`config.mk`:
```
export PLATFORM = sky130hd
export DESIGN_NAME = mmd_decoder
export DESIGN_NICKNAME = d
export VERILOG_FILES = /design/src/design/mmd_pkg.sv /design/src/design/mmd_decoder.sv /design/src/design/mmd_vec_arb.sv
export SDC_FILE = /design/constraint.sdc
export NUM_CORES = 1
export LEC_CHECK = 0
export BUFFER_PORTS_ARGS = -buffer_cell sky130_fd_sc_hd__buf_4
export CORE_MARGIN = 2
export CORE_UTILIZATION = 30
export DETAILED_ROUTE_END_ITERATION = 8
export PLACE_DENSITY = 0.51
export SYNTH_ARGS = -nofsm -noshare
export SYNTH_HDL_FRONTEND = slang
export SYNTH_HIERARCHICAL = 1
export SYNTH_SLANG_ARGS = --single-unit
```
`constraint.sdc`:
```
create_clock -name sys_clk_in -period 161.9 [get_ports sys_clk_in]
set_input_delay 16.19 -clock sys_clk_in [delete_from_list [all_inputs] [get_ports sys_clk_in]]
set_output_delay 16.19 -clock sys_clk_in [all_outputs]
set_load 0.01 [all_outputs]
```
`src/design/mmd_pkg.sv`:
```
package mmd_pkg;

  // word address width on the core side, both spaces
  localparam int ADDR_W = 24;
  // data word width
  localparam int DATA_W = 16;
  // reachable width of a vector table target
  localparam int VEC_ADDR_W = 19;
  // number of vector numbers handled, 0 through 45
  localparam int VEC_N = 46;
  // number of peripheral windows
  localparam int PER_N = 16;

  // program space map, word addresses
  localparam logic [23:0] P_FLASH_LO = 24'h000000;
  localparam logic [23:0] P_FLASH_HI = 24'h001fff;
  localparam logic [23:0] P_RAM_LO = 24'h008000;
  localparam logic [23:0] P_RAM_HI = 24'h0087ff;
  // boot and watchdog-reset fetch words
  localparam logic [23:0] P_BOOT_ADDR = 24'h000000;
  localparam logic [23:0] P_WDOG_ADDR = 24'h000002;

  // data space map, word addresses
  localparam logic [23:0] X_RAM_LO = 24'h000000;
  localparam logic [23:0] X_RAM_HI = 24'h0007ff;
  localparam logic [23:0] X_PER_LO = 24'h00f000;
  localparam logic [23:0] X_PER_HI = 24'h00ffff;
  localparam logic [23:0] X_DBG_LO = 24'hffff00;
  localparam logic [23:0] X_DBG_HI = 24'hffffff;

  // vector base value after reset
  localparam logic [18:0] VEC_BASE_RST = 19'h00000;
  // special vector numbers
  localparam logic [5:0] VEC_CONV_A = 6'h28;
  localparam logic [5:0] VEC_CONV_B = 6'h29;
  localparam logic [5:0] VEC_CONV_ERR = 6'h2a;
  localparam logic [5:0] VEC_SOFT_LOW = 6'h2d;
  // vectors that carry a source (reserved and overlay slots cleared)
  localparam logic [45:0] VEC_USED = 46'h3ff9ffdf3ffc;
  // highest programmable level for converter vectors
  localparam logic [1:0] LVL_CONV_MAX = 2'h2;
  // fixed core vectors 2..5 sit at level 3
  localparam logic [5:0] VEC_CORE_LO = 6'h02;
  localparam logic [5:0] VEC_CORE_HI = 6'h05;

  // timer channel slot: 16 words, registers 0x0..0xa used
  localparam logic [3:0] TMR_REG_LAST = 4'ha;

  // peripheral order in the select vector
  localparam int PER_TIMER = 0;
  localparam int PER_ICU = 2;

  // peripheral window first word
  localparam logic [15:0] PER_BASE [PER_N] = '{
    16'hf000, 16'hf040, 16'hf060, 16'hf080, 16'hf0b0, 16'hf0c0,
    16'hf0d0, 16'hf0e0, 16'hf0f0, 16'hf100, 16'hf110, 16'hf120,
    16'hf130, 16'hf140, 16'hf160, 16'hf400};
  // peripheral window last word
  localparam logic [15:0] PER_LAST [PER_N] = '{
    16'hf03f, 16'hf05f, 16'hf07f, 16'hf0af, 16'hf0bf, 16'hf0cf,
    16'hf0df, 16'hf0ef, 16'hf0ff, 16'hf10f, 16'hf11f, 16'hf12f,
    16'hf13f, 16'hf15f, 16'hf16f, 16'hf43f};

  // decoded target of one access
  typedef enum logic [2:0] {
    MMD_TGT_NONE,
    MMD_TGT_FLASH,
    MMD_TGT_RAM,
    MMD_TGT_PERIPH,
    MMD_TGT_DEBUG
  } mmd_tgt_e;

  // access request from the core
  typedef struct packed {
    logic valid;
    logic prog_space;
    logic write;
    logic [23:0] addr;
  } mmd_req_s;

  // read data returned by each target group
  typedef struct packed {
    logic [15:0] flash;
    logic [15:0] ram;
    logic [15:0] periph;
    logic [15:0] debug;
  } mmd_rdata_s;

  // decoded selection toward the targets
  typedef struct packed {
    mmd_tgt_e tgt;
    logic rd;
    logic wr;
    logic [15:0] per_sel;
    logic [15:0] offset;
    logic [10:0] ram_idx;
    logic [1:0] tmr_chan;
  } mmd_sel_s;

  // winning interrupt vector
  typedef struct packed {
    logic valid;
    logic [5:0] num;
    logic [18:0] addr;
  } mmd_vec_s;

endpackage : mmd_pkg

```
`src/design/mmd_decoder.sv`:
```
// Summary of operation
// - vector entry is base plus twice number, 19-bit
// - vectors 40-42 converters, levels 0 to 2
// - vector 45 soft low interrupt, lowest level
// - request addresses are 24-bit word addresses; vector addresses are 19-bit
// - program 0-0x1fff flash; boot 0, watchdog 2
// - reset base overlays vectors 0,1 on reset fetches
// - program 0x8000-0x87ff is shared data RAM
// - data 0xf000-0xffff is peripheral window
// - data 0xffff00-0xffffff is debug window
// - fixed base address for each peripheral
// - timer channels take 16-word slots
// - higher level first, lower vector wins ties
`timescale 1ns/1ps
module mmd_decoder (
  input wire logic sys_clk_in,
  input wire logic rst_in,
  input mmd_pkg::mmd_req_s req_in,
  input mmd_pkg::mmd_rdata_s rdata_in,
  input wire logic [45:0] irq_pend_in,
  input wire logic [45:0][1:0] irq_level_in,
  input wire logic [18:0] vector_base_in,
  output mmd_pkg::mmd_sel_s sel_out,
  output logic [15:0] rdata_out,
  output logic rvalid_out,
  output mmd_pkg::mmd_vec_s vec_out,
  output logic overlay_out
);

  // whole state of the decoder
  typedef struct packed {
    mmd_pkg::mmd_sel_s sel;
    logic [15:0] rdata;
    logic rvalid;
    mmd_pkg::mmd_vec_s vec;
    logic overlay;
    logic rsv_rd; // reserved read taken last cycle
  } mmd_state_s;

  // registered state and its next value
  mmd_state_s st_reg;
  mmd_state_s st_next;
  // combinational winner from the arbiter
  mmd_pkg::mmd_vec_s arb_vec;
  // decoded selection of the incoming request
  mmd_pkg::mmd_sel_s dec;
  // a reserved read still gets a zero answer
  logic req_read_none;

  // range test shared by every window check in decode_tgt
  function automatic logic in_range(input logic [23:0] a,
                                    input logic [23:0] lo,
                                    input logic [23:0] hi);
    return (a >= lo) && (a <= hi);
  endfunction : in_range

  // top-level target from space and word address
  function automatic mmd_pkg::mmd_tgt_e decode_tgt(input logic prog,
                                                   input logic [23:0] a);
    if (prog)
    begin
      // program space
      if (in_range(a, mmd_pkg::P_FLASH_LO, mmd_pkg::P_FLASH_HI))
        return mmd_pkg::MMD_TGT_FLASH;
      if (in_range(a, mmd_pkg::P_RAM_LO, mmd_pkg::P_RAM_HI))
        return mmd_pkg::MMD_TGT_RAM;
      return mmd_pkg::MMD_TGT_NONE;
    end
    // data space
    if (in_range(a, mmd_pkg::X_RAM_LO, mmd_pkg::X_RAM_HI))
      return mmd_pkg::MMD_TGT_RAM;
    if (in_range(a, mmd_pkg::X_PER_LO, mmd_pkg::X_PER_HI))
      return mmd_pkg::MMD_TGT_PERIPH;
    if (in_range(a, mmd_pkg::X_DBG_LO, mmd_pkg::X_DBG_HI))
      return mmd_pkg::MMD_TGT_DEBUG;
    return mmd_pkg::MMD_TGT_NONE;
  endfunction : decode_tgt

  // one-hot select of the peripheral holding a window word, or zero
  function automatic logic [15:0] per_onehot(input logic [15:0] a);
    logic [15:0] oh;
    oh = 16'h0000;
    for (int i = 0; i < mmd_pkg::PER_N; i++)
    begin
      if (a >= mmd_pkg::PER_BASE[i] && a <= mmd_pkg::PER_LAST[i])
        oh[i] = 1'b1;
    end
    return oh;
  endfunction : per_onehot

  // word offset inside the selected peripheral
  function automatic logic [15:0] per_offset(input logic [15:0] a,
                                             input logic [15:0] oh);
    logic [15:0] off;
    off = 16'h0000;
    for (int i = 0; i < mmd_pkg::PER_N; i++)
    begin
      if (oh[i])
        off = a - mmd_pkg::PER_BASE[i];
    end
    return off;
  endfunction : per_offset

  // interrupt vector arbitration and address forming
  mmd_vec_arb u_vec_arb (
    .pend_in(irq_pend_in),
    .level_in(irq_level_in),
    .vector_base_in(vector_base_in),
    .vec_out(arb_vec)
  );

  // address decode of the current request
  always_comb
  begin
    dec = '0;
    dec.tgt = mmd_pkg::MMD_TGT_NONE;
    if (req_in.valid)
    begin
      // addresses are word addresses, no byte lane bits
      dec.tgt = decode_tgt(req_in.prog_space, req_in.addr);
      case (dec.tgt)
        mmd_pkg::MMD_TGT_FLASH:
        begin
          // flash word index
          dec.offset = req_in.addr[15:0];
        end
        mmd_pkg::MMD_TGT_RAM:
        begin
          // both spaces land on one array index
          dec.ram_idx = req_in.addr[10:0];
          dec.offset = {5'h00, req_in.addr[10:0]};
        end
        mmd_pkg::MMD_TGT_PERIPH:
        begin
          // single-word register access assumed
          dec.per_sel = per_onehot(req_in.addr[15:0]);
          dec.offset = per_offset(req_in.addr[15:0], dec.per_sel);
          if (dec.per_sel[mmd_pkg::PER_TIMER])
          begin
            // channel slot and register inside it
            dec.tmr_chan = dec.offset[5:4];
            if (dec.offset[3:0] > mmd_pkg::TMR_REG_LAST)
              dec.per_sel = 16'h0000;
          end
          if (dec.per_sel == 16'h0000)
          begin
            // hole in the window selects nothing
            dec.tgt = mmd_pkg::MMD_TGT_NONE;
            dec.offset = 16'h0000;
            dec.tmr_chan = 2'h0;
          end
        end
        mmd_pkg::MMD_TGT_DEBUG:
        begin
          // register index inside the debug window
          dec.offset = {8'h00, req_in.addr[7:0]};
        end
        default:
        begin
          // reserved range, nothing selected
          dec.offset = 16'h0000;
        end
      endcase
      // strobes only toward a real target
      if (dec.tgt != mmd_pkg::MMD_TGT_NONE)
      begin
        dec.wr = req_in.write;
        dec.rd = !req_in.write;
      end
    end
  end

  // next state
  always_comb
  begin
    st_next = st_reg;
    st_next.sel = dec;
    // read answer one cycle after the registered select
    st_next.rvalid = st_reg.sel.rd | st_reg.rsv_rd;
    // remember a reserved read for its zero answer
    st_next.rsv_rd = req_read_none;
    case (st_reg.sel.tgt)
      mmd_pkg::MMD_TGT_FLASH:
        st_next.rdata = rdata_in.flash;
      mmd_pkg::MMD_TGT_RAM:
        st_next.rdata = rdata_in.ram;
      mmd_pkg::MMD_TGT_PERIPH:
        st_next.rdata = rdata_in.periph;
      mmd_pkg::MMD_TGT_DEBUG:
        st_next.rdata = rdata_in.debug;
      default:
        st_next.rdata = 16'h0000;
    endcase
    if (st_reg.sel.wr)
      st_next.rvalid = 1'b0;
    // interrupt vector winner
    st_next.vec = arb_vec;
    // reset base puts entries 0 and 1 on the boot/watchdog fetches
    st_next.overlay = (vector_base_in == mmd_pkg::VEC_BASE_RST);
  end

  // flag a read toward a reserved range
  always_comb
  begin
    req_read_none = req_in.valid && !req_in.write
                    && (dec.tgt == mmd_pkg::MMD_TGT_NONE);
  end

  // state register
  always_ff @(posedge sys_clk_in)
  begin
    if (rst_in)
    begin
      st_reg <= '0;
    end
    else
    begin
      st_reg <= st_next;
    end
  end

  // outputs straight from the state register
  always_comb
  begin
    sel_out = st_reg.sel;
    rdata_out = st_reg.rdata;
    rvalid_out = st_reg.rvalid;
    vec_out = st_reg.vec;
    overlay_out = st_reg.overlay;
  end

endmodule : mmd_decoder

```
`src/design/mmd_vec_arb.sv`:
```
`timescale 1ns/1ps
module mmd_vec_arb (
  input wire logic [45:0] pend_in,
  input wire logic [45:0][1:0] level_in,
  input wire logic [18:0] vector_base_in,
  output mmd_pkg::mmd_vec_s vec_out
);

  // effective rank: 0 is the level below zero, 4 is level 3
  function automatic logic [2:0] rank(input logic [5:0] v,
                                      input logic [1:0] lvl);
    logic [1:0] l;
    l = lvl;
    if (v == mmd_pkg::VEC_SOFT_LOW)
      return 3'h0;
    if (v >= mmd_pkg::VEC_CORE_LO && v <= mmd_pkg::VEC_CORE_HI)
      return 3'h4;
    if (v >= mmd_pkg::VEC_CONV_A && v <= mmd_pkg::VEC_CONV_ERR
        && l > mmd_pkg::LVL_CONV_MAX)
      l = mmd_pkg::LVL_CONV_MAX;
    return {1'b0, l} + 3'h1;
  endfunction : rank

  // scan from the top so a lower number wins a tie
  always_comb
  begin
    logic [2:0] best;
    logic [2:0] r;
    best = 3'h0;
    r = 3'h0;
    vec_out = '0;
    for (int v = 45; v >= 0; v--)
    begin
      r = rank(6'(v), level_in[v]);
      if (pend_in[v] && mmd_pkg::VEC_USED[v]
          && (!vec_out.valid || r >= best))
      begin
        vec_out.valid = 1'b1;
        vec_out.num = 6'(v);
        best = r;
      end
    end
    // two words per entry, 19-bit reach
    vec_out.addr = vector_base_in + {12'h000, vec_out.num, 1'b0};
  end

endmodule : mmd_vec_arb

```
==> metrics.txt, run 1 <==
synth warn 6; CTS Hold Buffers Added 0; Residual DRC 0; largest area contributor in the netlist ha_1; Reg2Reg Depth 4; port bufs 312; area fraction of the dominant cell type after synthesis 0.147; GRT Overall Usage 0.231; RSZ-0062 raised after global routing no; Clock transition at path regs 0.07 ns; H-tree depth 3; HP Class flip-flop to flip-flop; flip-flop count of the largest register after layout 50; Netlist cell types 107; WL/cell 21.6 µm; largest net degree at the start of global routing 33; max cap viols 0; DIE WIDTH 222 µm; WP data required 162.15 ns; mean post-synth cell area 7.19 µm²; number of antenna violations at the first check in global routing 5; fillers 4996; Post-synth EDFFs 0; count of pins over their slew limit 0; Nets 2555; Resize count post-CTS 0; outcome completed; synth cell count leaders a21oi_1, nand2_1, ha_1; die height 222 µm; global route overflow 0; layer with the highest usage met2; post-synthesis sequential area ratio 0.133; Worst-Skew Late Latency 0.37 ns; GPL Wtd Cong 0.954; hpwl dp 46800 µm; slew margin rel. 0.164; crit path from irq_level_in[88]; synth top area cells ha_1, dfxtp_1, a21oi_1, buf_4, o21ai_0; cell row count 79; CTS root buf clkbuf_16; I/O Pins 344; post-synthesis cell count 1989; Worst setup EP type flip-flop; DIE AREA 49400 µm²; actual slew at the worst max-slew pin 1.25 ns; CP most frequent cell ha_1; vias per std cell 5.86; grt met3 use 0.0492; first-pass GRT wire length 89900 µm; CTS tree built; crit-path max FO 15; Hold Vio Cnt, Final 0; Post-CTS Setup Bufs 0; r2r setup slk 159.84 ns; Worst path max stage delay 0.80 ns; critical path class input pin to flip-flop; Initial Utilization 0.306; fraction of registers with async set/reset 0; routed via count 16105; GR Layer Usage met2 0.368; routed wire length 59400 µm; clk sink count 95; vias in the first global route 15048; highest clock rate 13.8 MHz; initial drt markers 1556; Synth-to-Final Area Change 17.1%; startpoint types input pin; Final period util 0.447; flops & latches, synth 95; HP Start sel_out[45]$_SDFF_PP0_; worst r2r src sel_out[47]$_SDFF_PP0_; CP arrival 72.61 ns; Critical Path End vec_out[15]$_SDFF_PP0_; CTS buffer count 9; TritonRoute pass-1 iters 6; Finish-stage setup viols 0; Worst path slowest cell o31ai_1; mapped cell area 14300 µm²; grt met1 use 0.303; Setup Total Neg Slack 0 ns; Synth Flop Type dfxtp_1; minimum clock period 72.36 ns; Routed Antenna Nets 0; CORE AREA 46800 µm²; r2r endpoint rdata_out[1]$_SDFF_PP0_; clk buf depth 2; layout cell share with drive strength beyond 1 0.198; skew final 0.00480 ns
## cell usage in the layout, fill, tap and decap left out, types with 31 or more instances in the layout
master	instances
buf_4	331
inv_1	78
nor2_1	147
ha_1	168
nand3_1	53
a31oi_1	33
nor2b_1	64
o21ai_0	135
nand2_1	170
a21oi_1	170
o211ai_1	31
dfxtp_1	95
a21o_1	33
xnor2_1	45
nor3_1	53
a22oi_1	42
and2_1	32
## logic make-up after synthesis
kind of cell / share of synthesized area
AND/OR/NAND/NOR: 0.244
multiplexers: 0.0193
AO/OA/AOI/OAI: 0.321
buffers and inverters: 0.101
XOR/XNOR: 0.0331
flip-flops: 0.133
other: 0.000262
adder cells (fa/ha/maj): 0.148
## how the worst min path moves through the flow
stage,endpoint,depth (start not counted)
3_5_place_dp,rvalid_out$_SDFF_PP0_,1
4_1_cts,rvalid_out$_SDFF_PP0_,1
2_1_floorplan,rvalid_out$_SDFF_PP0_,1
6_report,rvalid_out$_SDFF_PP0_,1
5_1_grt,rvalid_out$_SDFF_PP0_,1
3_3_place_gp,rvalid_out$_SDFF_PP0_,1
## cell type report
cell class	instances	area (µm²)	area share
Inverter	82	308	0.0184
Clock inverter	6	67.6	0.00404
Clock buffer	10	229	0.0137
Multi-Input combinational cell	1617	11000	0.656
Tap cell	607	759	0.0454
Antenna cell	2	5.00	0.000299
Sequential cell	95	1900	0.114
Timing Repair Buffer	331	2480	0.149
## through the flow
| step | instance area (µm²) | std cells | utilization | hold WS, ns | setup slack, ns |
|---|---|---|---|---|---|
| finish | 16700 | 2750 | 0.358 | 0.418 | 89.54 |
| global route | 16700 | 2749 | 0.358 | 0.454 | 85.03 |
| CTS | 16700 | 2748 | 0.358 | 0.419 | 90.22 |
| detailed placement | 16400 | 2732 | 0.351 | 0.410 | 89.98 |
| global placement | 16400 | 2732 | 0.351 | 0.409 | 90.09 |
| floorplan | 14300 | 1991 | - | 0.399 | 99.15 |
## per-layer routing
layer	up-vias	wire [µm]
met2	861	26200
met5	-	31
met4	6	2160
li1	7565	-
met3	145	5720
met1	7528	25300
## worst max-delay path, delay by kind of cell
family	cells	cell delay, ns
AO/OA/AOI/OAI	112	29.58
AND/OR/NAND/NOR	69	11.29
adder cells (fa/ha/maj)	36	9.90
multiplexers	9	3.14
buffers and inverters	18	2.23
XOR/XNOR	1	0.12
Power of run 1 is left out: the tool's default activity adds up to more than one toggle a clock period on the data nets, which glitch-free logic cannot reach.
==> run 2: changes to the inputs <==
==> constraint.sdc (replaced) <==
create_clock -name sys_clk_in -period 69 [get_ports sys_clk_in]
set_input_delay 6.9 -clock sys_clk_in [delete_from_list [all_inputs] [get_ports sys_clk_in]]
set_output_delay 6.9 -clock sys_clk_in [all_outputs]
set_load 0.01 [all_outputs]
==> run 2 against run 1 <==
First-iteration DRC count decreased by 8.5%. Die area unchanged. Setup slack got worse by 84 ns. Critical path depth decreased by 4. Non-clock buffer count increased by 1. Routed wire length decreased by 0.39%. Count of clock-buffer cells in the layout decreased by 1.
==> metrics.txt, run 2 (synthesis results as in run 1) <==
skew final 0.0123 ns (was 0.00480 ns); initial drt markers 1423 (was 1556); routed wire length 59200 µm (was 59400 µm); DIE WIDTH 222 µm (unchanged); actual slew at the worst max-slew pin 1.14 ns (was 1.25 ns); Initial Utilization 0.306 (unchanged); H-tree depth 3 (unchanged); Post-CTS Setup Bufs 0 (unchanged); WP data required 69.25 ns (was 162.15 ns); Worst setup EP type flip-flop (unchanged); Clock transition at path regs 0.08 ns (was 0.07 ns); hold depth 1 (unchanged); Setup Total Neg Slack 0 ns (unchanged); TritonRoute pass-1 iters 5 (was 6); fillers 5053 (was 4996); largest net degree at the start of global routing 33 (unchanged); RSZ-0062 raised after global routing no (unchanged); Reg2Reg Depth 3 (was 4); first-pass GRT wire length 90300 µm (was 89900 µm); CTS root buf clkbuf_16 (unchanged); commonest non-fill, non-tap cell in the layout buf_4 (unchanged); Resize count post-CTS 0 (unchanged); Synth-to-Final Area Change 17.3% (was 17.1%); HP Start sel_out[45]$_SDFF_PP0_ (unchanged); count of pins over their slew limit 0 (unchanged); highest clock rate 15.8 MHz; Worst-Skew Late Latency 0.38 ns (was 0.37 ns); CP arrival 63.65 ns (was 72.61 ns); max cap viols 0 (unchanged); slew margin rel. 0.237 (was 0.164); CTS Hold Buffers Added 0 (unchanged); outcome completed (unchanged); Post-Layout Cell Count 2751 (was 2750); Final period util 0.919; global route overflow 0 (unchanged); CORE AREA 46800 µm² (unchanged); cell row count 79 (unchanged); GPL Wtd Cong 0.953 (was 0.954); Worst path slowest cell o31ai_1 (unchanged); crit-path max FO 15 (unchanged); HP Class flip-flop to flip-flop (unchanged); Hold Vio Cnt, Final 0 (unchanged); dpl cells 2733 (was 2732); clk sink count 95 (unchanged); critical path class input pin to flip-flop (unchanged); Worst Hold Path EP rvalid_out$_SDFF_PP0_ (unchanged); I/O Pins 344 (unchanged); die height 222 µm (unchanged); Finish-stage setup viols 0 (unchanged); DIE AREA 49400 µm² (unchanged); CTS tree built (unchanged); startpoint types input pin (unchanged); Final Hold Slack 0.421 ns (was 0.418 ns); Worst path max stage delay 0.81 ns (was 0.80 ns); CTS buffer count 9 (unchanged); GRT Overall Usage 0.232 (was 0.231); Routed Antenna Nets 0 (unchanged); minimum clock period 63.39 ns; hpwl dp 47000 µm (was 46800 µm); r2r setup slk 67.03 ns (was 159.84 ns); worst r2r src sel_out[47]$_SDFF_PP0_ (unchanged); clk buf depth 2 (unchanged); port bufs 312 (unchanged); CP most frequent cell ha_1 (unchanged); Residual DRC 0 (unchanged); vias per std cell 5.81 (was 5.86); flip-flop count of the largest register after layout 50 (unchanged); routed via count 15971 (was 16105); vias in the first global route 15382 (was 15048); r2r endpoint rdata_out[1]$_SDFF_PP0_ (unchanged); WL/cell 21.5 µm (was 21.6 µm); most frequent cells in the layout buf_4, nand2_1, a21oi_1, ha_1, nor2_1 (unchanged); layout cell share with drive strength beyond 1 0.199 (was 0.198); Nets 2556 (was 2555); number of antenna violations at the first check in global routing 5 (unchanged)
-- run 2: metal layers --
layer | GRT usage | share of wire | up-vias
met3 | 0.0524 | 0.091 | 127
met4 | 0.0902 | 0.035 | 6
met1 | 0.302 | 0.43 | 7465
li1 | - | - | 7557
met2 | 0.371 | 0.44 | 816
met5 | 0 | 0.00049 | -
-- run 2: cell type report --
type / count / area [µm²] / share of cell area
repair buffers: 332 / 2490 / 0.149
diodes: 2 / 5.00 / 0.000299
clock buffers: 9 / 225 / 0.0134
multi-input cells: 1617 / 11000 / 0.655
flip-flops and latches: 95 / 1900 / 0.113
clock inverters: 7 / 95.1 / 0.00567
well taps: 607 / 759 / 0.0453
inverters: 82 / 308 / 0.0184
-- run 2: worst max path at each step --
stage / startpoint / end / slack [ns]
2_1_floorplan: irq_level_in[88] / vec_out[15]$_SDFF_PP0_ / 15.54
3_3_place_gp: irq_level_in[88] / vec_out[15]$_SDFF_PP0_ / 6.50
3_5_place_dp: irq_level_in[86] / vec_out[15]$_SDFF_PP0_ / 6.19
4_1_cts: irq_level_in[86] / vec_out[15]$_SDFF_PP0_ / 6.48
5_1_grt: irq_level_in[88] / vec_out[15]$_SDFF_PP0_ / 1.28
6_report: irq_level_in[86] / vec_out[15]$_SDFF_PP0_ / 5.61
-- run 2: per-stage QoR --
step / setup slack [ns] / utilization / cell area, µm²
detailed placement: 6.19 / 0.352 / 16400
global placement: 6.50 / 0.352 / 16400
CTS: 6.48 / 0.358 / 16800
global route: 1.28 / 0.358 / 16800
floorplan: 15.54 / - / 14300
finish: 5.61 / 0.359 / 16800
-- run 2: critical path, delay by kind of cell --
kind,cells,cell delay (ns)
AO/OA/AOI/OAI,113,30.36
XOR/XNOR,1,0.12
adder cells (fa/ha/maj),36,10.01
buffers and inverters,17,2.19
multiplexers,9,3.16
AND/OR/NAND/NOR,65,10.85
Power of run 2 is left out for the same reason.
